[src/rtl/dsg_pkg.sv]
// package: shared constants and an io decode function for the dma bus glue ends
package dsg_pkg;
   localparam int unsigned ADDR_W       = 16;
   localparam int unsigned DATA_W       = 8;
   localparam int unsigned IO_SPACE     = 256;
   localparam int unsigned IO_LSB       = 2;              // a0/a1 left to the peripheral
   localparam int unsigned BLK_W        = 16;
   localparam logic [15:0] BLK_RST      = 16'h0000;
   localparam logic [15:0] ADDR_RST     = 16'h0000;
   localparam logic [7:0]  DATA_RST     = 8'h00;
   localparam logic [7:0]  DMA_IO_ADDR  = 8'h00;          // arbitrary default decode address
   localparam logic [7:0]  PER_IO_ADDR  = 8'h04;
   localparam logic [3:0]  TIME_RST     = 4'h0;
   localparam int unsigned TIME_W       = 4;
   // time between bus grant and first cycle, in clocks
   localparam int unsigned START_CYC    = 1;

   function automatic logic io_hit(input logic [7:0] lo, input logic [7:0] base);
      io_hit = (lo[7:IO_LSB] == base[7:IO_LSB]);
   endfunction : io_hit
endpackage : dsg_pkg

[src/rtl/dsg_bus_if.sv]
// interface: shared parallel bus between the dma end and the system glue end
interface dsg_bus_if;
   logic [15:0] addr;            // address driven by dma when master
   logic        addr_oe_n;       // dma address enable, low while driving
   logic [7:0]  dma_dout;        // dma data out
   logic        dma_doe_n;       // dma data enable, low while driving
   logic [7:0]  sys_din;         // data seen by dma
   logic        mem_request_n;   // dma memory request
   logic        io_request_n;    // dma io request
   logic        rd_n;            // dma read strobe
   logic        wr_n;            // dma write strobe
   logic        ctl_oe_n;        // dma control strobe enable
   logic        bus_req_n;       // dma asks for the bus
   logic        bus_grant_ack_n; // cpu gave up the bus
   logic        grant_chain_in_n;
   logic        grant_chain_out_n;
   logic        search_mode;     // dma runs reads only (fly-by)
   logic        cs_wait_n;       // shared chip-select / wait pin into dma
   logic        t2_phase;        // dma in second state of a read or write cycle

   modport dma (
      output addr, addr_oe_n, dma_dout, dma_doe_n, mem_request_n, io_request_n,
             rd_n, wr_n, ctl_oe_n, bus_req_n, grant_chain_out_n, search_mode, t2_phase,
      input  sys_din, bus_grant_ack_n, grant_chain_in_n, cs_wait_n
   );
   modport glue (
      input  addr, addr_oe_n, dma_dout, dma_doe_n, mem_request_n, io_request_n,
             rd_n, wr_n, ctl_oe_n, bus_req_n, grant_chain_out_n, search_mode, t2_phase,
      output sys_din, bus_grant_ack_n, grant_chain_in_n, cs_wait_n
   );
endinterface : dsg_bus_if

[src/rtl/dsg_dma.sv]
// module: dma bus-master end, block transfer engine with cpu-like cycles
module dsg_dma (
   input  wire logic        i_clk,        // system clock
   input  wire logic        i_rst_n,      // async reset, active low
   dsg_bus_if.dma           bus,          // shared bus
   input  wire logic        i_start,      // pulse: begin a block
   input  wire logic [15:0] i_blk_len,    // programmed block length
   input  wire logic [15:0] i_src_addr,   // source start
   input  wire logic [15:0] i_dst_addr,   // destination start
   input  wire logic        i_src_io,     // source is io
   input  wire logic        i_dst_io,     // destination is io
   input  wire logic        i_search,     // search mode (fly-by)
   input  wire logic [3:0]  i_extra_wr,   // extra write strobe states
   input  wire logic        i_short,      // ignore the wait pin in t2
   output logic             o_busy,       // block running
   output logic             o_done,       // pulse: block finished
   output logic [15:0]      o_count       // bytes moved
);
   typedef enum logic [2:0] {S_IDLE, S_REQ, S_T1, S_T2, S_T3, S_EXT} dsg_st_e;
   dsg_st_e     st_r, st_nxt;
   logic        is_wr_r, is_wr_nxt;
   logic [15:0] cnt_r, cnt_nxt, len_r, len_nxt, sa_r, sa_nxt, da_r, da_nxt;
   logic [7:0]  dat_r, dat_nxt;
   logic [3:0]  ext_r, ext_nxt;
   logic        wait_s1_r, wait_s2_r;
   logic        owner;

   always_ff @(posedge i_clk or negedge i_rst_n) begin
      if (!i_rst_n) begin
         wait_s1_r <= 1'b1;
         wait_s2_r <= 1'b1;
      end else begin
         wait_s1_r <= bus.cs_wait_n;
         wait_s2_r <= wait_s1_r;
      end
   end

   assign owner = !bus.bus_grant_ack_n && !bus.grant_chain_in_n;

   always_comb begin
      st_nxt = st_r;  is_wr_nxt = is_wr_r; cnt_nxt = cnt_r; len_nxt = len_r;
      sa_nxt = sa_r;  da_nxt = da_r;       dat_nxt = dat_r; ext_nxt = ext_r;
      unique case (st_r)
         S_IDLE: if (i_start) begin
            len_nxt = i_blk_len; sa_nxt = i_src_addr; da_nxt = i_dst_addr;
            cnt_nxt = dsg_pkg::BLK_RST; is_wr_nxt = 1'b0; st_nxt = S_REQ;
         end
         S_REQ:  if (owner) st_nxt = S_T1;
         S_T1:   st_nxt = S_T2;
         // wait pin sampled in t2 stretches the cycle like the cpu's
         S_T2:   if (wait_s2_r || i_short) begin
            if (is_wr_r && i_extra_wr != dsg_pkg::TIME_RST) begin
               ext_nxt = i_extra_wr; st_nxt = S_EXT;
            end else begin
               st_nxt = S_T3;
            end
         end
         S_EXT:  begin
            ext_nxt = ext_r - 4'h1;
            if (ext_r == 4'h1) st_nxt = S_T3;
         end
         S_T3:   begin
            if (!is_wr_r) begin
               dat_nxt = bus.sys_din;
               if (i_search) begin
                  // fly-by: read only, no write cycle
                  cnt_nxt = cnt_r + 16'h0001;
                  sa_nxt  = sa_r + 16'h0001;
                  st_nxt  = (cnt_r == len_r) ? S_IDLE : S_T1;
               end else begin
                  is_wr_nxt = 1'b1; st_nxt = S_T1;
               end
            end else begin
               is_wr_nxt = 1'b0;
               cnt_nxt = cnt_r + 16'h0001;
               if (!i_src_io) sa_nxt = sa_r + 16'h0001;
               if (!i_dst_io) da_nxt = da_r + 16'h0001;
               st_nxt = (cnt_r == len_r) ? S_IDLE : S_T1;
            end
         end
         default: st_nxt = S_IDLE;
      endcase
   end

   always_ff @(posedge i_clk or negedge i_rst_n) begin
      if (!i_rst_n) begin
         st_r <= S_IDLE;  is_wr_r <= 1'b0; cnt_r <= dsg_pkg::BLK_RST;
         len_r <= dsg_pkg::BLK_RST; sa_r <= dsg_pkg::ADDR_RST; da_r <= dsg_pkg::ADDR_RST;
         dat_r <= dsg_pkg::DATA_RST; ext_r <= dsg_pkg::TIME_RST;
      end else begin
         st_r <= st_nxt;  is_wr_r <= is_wr_nxt; cnt_r <= cnt_nxt;
         len_r <= len_nxt; sa_r <= sa_nxt; da_r <= da_nxt;
         dat_r <= dat_nxt; ext_r <= ext_nxt;
      end
   end

   logic cyc, port_io;
   assign cyc     = (st_r == S_T2) || (st_r == S_T3) || (st_r == S_EXT);
   assign port_io = is_wr_r ? i_dst_io : i_src_io;

   assign bus.addr          = is_wr_r ? da_r : sa_r;
   assign bus.addr_oe_n     = !(st_r != S_IDLE && st_r != S_REQ);
   assign bus.ctl_oe_n      = bus.addr_oe_n;
   assign bus.dma_dout      = dat_r;
   assign bus.dma_doe_n     = !(is_wr_r && st_r != S_IDLE && st_r != S_REQ);
   assign bus.mem_request_n = !(cyc && !port_io);
   assign bus.io_request_n  = !(cyc && port_io);
   assign bus.rd_n          = !(cyc && !is_wr_r);
   assign bus.wr_n          = !(is_wr_r && (st_r == S_T3 || st_r == S_EXT));
   assign bus.bus_req_n     = (st_r == S_IDLE);
   assign bus.grant_chain_out_n = !(bus.grant_chain_in_n == 1'b0 && st_r == S_IDLE);
   assign bus.search_mode   = i_search;
   assign bus.t2_phase      = (st_r == S_T2);
   assign o_busy  = (st_r != S_IDLE);
   assign o_done  = (st_r == S_T3) && (st_nxt == S_IDLE);
   assign o_count = cnt_r;
endmodule : dsg_dma

[src/flat_wrapper.sv]
// flat-port wrapper written by rule: the top's interface ports become plain ports
module dsg_dma_flat 
  (i_clk, i_rst_n, i_start, i_blk_len, i_src_addr, i_dst_addr, i_src_io, i_dst_io, i_search, i_extra_wr, i_short, o_busy, o_done, o_count, bus_addr, bus_addr_oe_n, bus_dma_dout, bus_dma_doe_n, bus_mem_request_n, bus_io_request_n, bus_rd_n, bus_wr_n, bus_ctl_oe_n, bus_bus_req_n, bus_grant_chain_out_n, bus_search_mode, bus_t2_phase, bus_sys_din, bus_bus_grant_ack_n, bus_grant_chain_in_n, bus_cs_wait_n);
  dsg_bus_if bus_i ();
  input  wire logic i_clk;
  input  wire logic i_rst_n;
  input  wire logic i_start;
  input  wire logic [15:0] i_blk_len;
  input  wire logic [15:0] i_src_addr;
  input  wire logic [15:0] i_dst_addr;
  input  wire logic i_src_io;
  input  wire logic i_dst_io;
  input  wire logic i_search;
  input  wire logic [3:0] i_extra_wr;
  input  wire logic i_short;
  output logic o_busy;
  output logic o_done;
  output logic [15:0] o_count;
  output wire logic [$bits(bus_i.addr)-1:0] bus_addr;
  output wire logic [$bits(bus_i.addr_oe_n)-1:0] bus_addr_oe_n;
  output wire logic [$bits(bus_i.dma_dout)-1:0] bus_dma_dout;
  output wire logic [$bits(bus_i.dma_doe_n)-1:0] bus_dma_doe_n;
  output wire logic [$bits(bus_i.mem_request_n)-1:0] bus_mem_request_n;
  output wire logic [$bits(bus_i.io_request_n)-1:0] bus_io_request_n;
  output wire logic [$bits(bus_i.rd_n)-1:0] bus_rd_n;
  output wire logic [$bits(bus_i.wr_n)-1:0] bus_wr_n;
  output wire logic [$bits(bus_i.ctl_oe_n)-1:0] bus_ctl_oe_n;
  output wire logic [$bits(bus_i.bus_req_n)-1:0] bus_bus_req_n;
  output wire logic [$bits(bus_i.grant_chain_out_n)-1:0] bus_grant_chain_out_n;
  output wire logic [$bits(bus_i.search_mode)-1:0] bus_search_mode;
  output wire logic [$bits(bus_i.t2_phase)-1:0] bus_t2_phase;
  input wire logic [$bits(bus_i.sys_din)-1:0] bus_sys_din;
  input wire logic [$bits(bus_i.bus_grant_ack_n)-1:0] bus_bus_grant_ack_n;
  input wire logic [$bits(bus_i.grant_chain_in_n)-1:0] bus_grant_chain_in_n;
  input wire logic [$bits(bus_i.cs_wait_n)-1:0] bus_cs_wait_n;
  assign bus_addr = bus_i.addr;
  assign bus_addr_oe_n = bus_i.addr_oe_n;
  assign bus_dma_dout = bus_i.dma_dout;
  assign bus_dma_doe_n = bus_i.dma_doe_n;
  assign bus_mem_request_n = bus_i.mem_request_n;
  assign bus_io_request_n = bus_i.io_request_n;
  assign bus_rd_n = bus_i.rd_n;
  assign bus_wr_n = bus_i.wr_n;
  assign bus_ctl_oe_n = bus_i.ctl_oe_n;
  assign bus_bus_req_n = bus_i.bus_req_n;
  assign bus_grant_chain_out_n = bus_i.grant_chain_out_n;
  assign bus_search_mode = bus_i.search_mode;
  assign bus_t2_phase = bus_i.t2_phase;
  assign bus_i.sys_din = bus_sys_din;
  assign bus_i.bus_grant_ack_n = bus_bus_grant_ack_n;
  assign bus_i.grant_chain_in_n = bus_grant_chain_in_n;
  assign bus_i.cs_wait_n = bus_cs_wait_n;
  dsg_dma u_core (.i_clk(i_clk), .i_rst_n(i_rst_n), .bus(bus_i), .i_start(i_start), .i_blk_len(i_blk_len), .i_src_addr(i_src_addr), .i_dst_addr(i_dst_addr), .i_src_io(i_src_io), .i_dst_io(i_dst_io), .i_search(i_search), .i_extra_wr(i_extra_wr), .i_short(i_short), .o_busy(o_busy), .o_done(o_done), .o_count(o_count));
endmodule
[config.mk]
export PLATFORM = sky130hd
export DESIGN_NAME = dsg_dma_flat
export DESIGN_NICKNAME = d
export VERILOG_FILES = /design/src/rtl/dsg_pkg.sv /design/src/rtl/dsg_bus_if.sv /design/src/rtl/dsg_dma.sv /design/src/flat_wrapper.sv
export SDC_FILE = /design/constraint.sdc
export NUM_CORES = 1
export LEC_CHECK = 0
export ABC_AREA = 0
export BUFFER_PORTS_ARGS = -buffer_cell sky130_fd_sc_hd__clkbuf_2
export CORE_AREA = 2 2 101 127
export DETAILED_ROUTE_END_ITERATION = 8
export DIE_AREA = 0 0 103 129
export MAX_ROUTING_LAYER = met4
export PLACE_DENSITY = 0.73
export SETUP_SLACK_MARGIN = 0.15
export SYNTH_ARGS = -nofsm -noshare
export SYNTH_HDL_FRONTEND = slang
export SYNTH_SLANG_ARGS = --single-unit
[constraint.sdc]
create_clock -name i_clk -period 4 [get_ports i_clk]
set_clock_uncertainty 0.15 [all_clocks]
set_input_delay 0.8 -clock i_clk [delete_from_list [all_inputs] [get_ports i_clk]]
set_output_delay 0.8 -clock i_clk [all_outputs]
set_load 0.1 [all_outputs]
==> metrics.md <==
| Metric | Value |
|---|---|
| Vias per std cell | `5.391` |
| Fmax achieved | `between 0.3 and 0.4 GHz` |
| Register bit count reported by yosys | `a little over 80` |
| Post-synth top area share | `a little over two fifths` |
| Postcts setup bufs | `0` |
| WP depth | `6` |
| Slew margin rel. | `a little over a third` |
| Max-cap violations | `0` |
| Worst path most repeated cell | `nor4_1` |
| Post-DRT Antenna Nets | `0` |
| FILL cells | `~1,200` |
| Worst hold-check path type | `input pin to async pin` |
| Worst path slowest cell | `dfrtp_1` |
| Post-Syn Nets | `around 570` |
| Max-slew violation count | `0` |
| Mapped Avg Cell Area | `9.626 um^2` |
| Mux cell area share after synthesis | `around a tenth` |
| Num CTS Buffers | `9` |
| Skew-Pair Late Insertion Delay | `around 0.34 ns` |
| Endpoints failing hold | `0` |
| Reg-to-Reg Start | `u_core.st_r[1]` |
| Worst path bufs/invs | `1` |
| Nets | `678` |
| Largest family of logic cells by synthesized area | `compound AO/OA/AOI/OAI gates` |
| Worst Path Arrival | `~2.3 ns` |
| DR vias | `~4,200` |
| Family with the most delay on the worst path | `simple AND/OR/NAND/NOR gates` |
| GRT Resource Usage Total | `~20%` |
| Initial drt markers | `between 150 and 200` |
| Dpl ws | `roughly 1 ns` |
| Total gr overflow | `0` |
| Data required time of the worst path | `about 3.1 ns` |
| Post-synthesis adder-cell area fraction | `under 10%` |
| Min Tclk post-route | `roughly 3.3 ns` |
| Fin crit share | `a little over 80%` |
| Detailed Routing Iterations Pass 1 | `6` |
| CP Capture Type | `primary output` |
| Unrepaired setup endpoints after global routing | `false` |
| Worst setup path class | `flop to primary output` |
| Clk sinks | `82` |
| Area contributors post-synth | `dfrtp_1, mux2_2, xor2_1` |
| Post-Synth Simple-Gate Area | `17.86%` |
| Tightest Pin Transition | `about 1 ns` |
| Register area share after synthesis | `a little over two fifths` |
| R2R depth | `6` |
| Port Buffers | `122` |
| Main synth FF type | `dfrtp_1` |
| Worst path cell trace | `xor2_1 -> nor4_1 -> nand3_1 -> nor4_1 -> and2_1 -> clkbuf_2` |
| Sum of negative setup slack | `0 ns` |
| Xor/xnor share of the synthesized area | `5.548%` |
| Distinct cells, synth | `54` |
| R2R Setup Slk | `about 1.2 ns` |
| Routed Wire Length | `12,560 um` |
| Yosys top cell by area | `dfrtp_1` |
| Post-Syn Area | `around 4700 um^2` |
| Outcome | `complete, no violations` |
| Post-synth EDFFs | `0` |
| DR WL/cell | `~16 um` |
| Antenna Cells | `0` |
| CTS tree | `built` |
| First-pass GRT wire length | `~20,000 um` |
| Critical Path Start Type | `flop` |
| Area growth from synthesis to layout | `21.03%` |
| CTS Buffer Depth | `2` |
| Post-route DRC | `0` |
| Initial Util | `approximately two fifths` |
| Synth async-reset ratio | `100.0%` |
| Final setup vio count | `0` |
| Die X | `103 um` |
| Reg2reg end | `u_core.sa_r[8]` |
| Setup ws final | `between 0.7 and 0.8 ns` |
| Site row count | `45` |
| CTS root buf | `clkbuf_16` |
| Gate Count Post-Synth | `492` |
| Initial antenna violation count | `0` |
| Die ar. | `between 10,000 and 15,000 um^2` |
| H-tree depth | `3` |
| Final RePlAce weighted congestion | `0.9143` |
| Clock transition at the registers of the reported paths | `0.07 ns` |
| Complex-gate fraction of the synthesized area | `17.86%` |
| Synth warn | `0` |
| Hold-fix buffers, CTS | `0` |
| Vias in the first global route | `about 4,200` |
| Core area | `between 10,000 and 15,000 um^2` |
| Post-CTS sizing | `0` |
| Layout cells sized above 1 | `a little over a third` |
| Post-DP HPWL | `roughly 9000 um` |
| Pin count of the biggest net entering global routing | `63` |
| Crit-path max cell delay | `about 0.50 ns` |
| IO Count | `123` |
| Critical Path Fanout Max | `10` |
| Die Y | `about 130 um` |
[area by class of cell]
| type | count | area (um^2) | share of cell area, % |
|---|---|---|---|
| Clock buffer | 10 | 229.0 | 3.995 |
| Clock inverter | 6 | 66.31 | 1.157 |
| Inverter | 7 | 26.28 | 0.4584 |
| Multi-Input combinational cell | 373 | 2477 | 43.22 |
| Sequential cell | 82 | 2054 | 35.84 |
| Tap cell | 164 | 205.2 | 3.580 |
| Timing Repair Buffer | 130 | 673.1 | 11.74 |
[per-layer routing]
layer	up-vias	GRT usage, %	part of all wire [%]
li1	1979	-	-
met3	21	3.802	5.8
met5	-	-	0
met1	2005	23.46	42
met2	157	33.12	51
met4	0	7.508	1.8
[cells in the mapped netlist (4+ instances only)]
cell type	instances
buf_4	5
inv_1	7
nand4_1	14
mux2_2	34
buf_2	13
a22oi_1	5
a21oi_2	9
and3_1	13
nor2_2	13
ha_1	5
clkbuf_1	6
o21ai_0	37
nand2_1	52
nor2_1	23
xor2_1	24
nand3_1	23
dfrtp_1	80
a21oi_1	38
o22ai_1	14
mux2i_1	4
nor3_1	4
xnor2_1	6
and2_1	7
a2bb2oi_1	7
[cells by family (layout without fill, tap and decap cells)]
kind of cell,Yosys count,in the layout
adders and majority gates,5,5
muxes,41,41
AOI/OAI and AO/OA,128,128
xor gates and xnor gates,30,30
DFF,82,82
and+or+nand+nor,169,169
buffers and inverters,37,153
[layout by cell type, fill, tap and decap left out, drive strengths merged, types with 2 or more instances in the layout]
cell type / instances
o21ai: 38
and3: 13
or2: 4
nor4: 3
dfstp: 2
buf: 9
a22oi: 5
nand3: 23
nor2: 36
o211ai: 2
nand2b: 3
clkbuf: 131
and2: 7
o22ai: 14
a21oi: 47
a31oi: 2
or3: 2
a21o: 3
nor3: 5
nand4: 14
mux2: 37
a22o: 2
inv: 8
dfrtp: 80
xnor2: 6
clkinvlp: 3
a2111oi: 2
mux2i: 4
a2bb2oi: 7
ha: 5
nor2b: 3
xor2: 24
nand2: 52
[worst reg2reg max path: cells and delay by family, from the launching register on]
kind                   cells  cell delay (ns)
DFF                        1             0.48
buffers and inverters      1             0.33
and+or+nand+nor            2             1.12
AOI/OAI and AO/OA          3             0.61
[registers in the layout, summed over array words and instances, names as in the netlist, 3 cells and up]
register / count
u_core.bus.dma_dout: 8
u_core.da_r: 16
u_core.st_r: 3
u_core.sa_r: 16
u_core.ext_r: 4
u_core.o_count: 16
u_core.len_r: 16
[how the worst max path moves through the flow]
| stage | startpoint | endpoint | slack, ns |
|---|---|---|---|
| after floorplan | u_core.is_wr_r | bus_addr[2] | 0.16 |
| final | u_core.o_count[2] | o_done | 0.71 |
| after CTS | u_core.o_count[2] | o_done | 0.68 |
| after global routing | u_core.o_count[2] | o_done | 0.51 |
| after global placement | i_search | o_done | 1.04 |
| after detailed placement | i_search | o_done | 0.99 |
[stage by stage]
stage	utilization [%]	cell area (um^2)	hold slack (ns)	std cells
global placement	45.12	5436	0.1986	756
CTS	47.57	5732	0.1589	772
floorplan	-	4738	0.1952	492
finish	47.57	5732	0.1653	772
global route	47.57	5732	0.1641	772
detailed placement	45.12	5436	0.1975	756
Power is left out: the tool's default activity adds up to more than one toggle a clock period on the data nets, which glitch-free logic cannot reach.
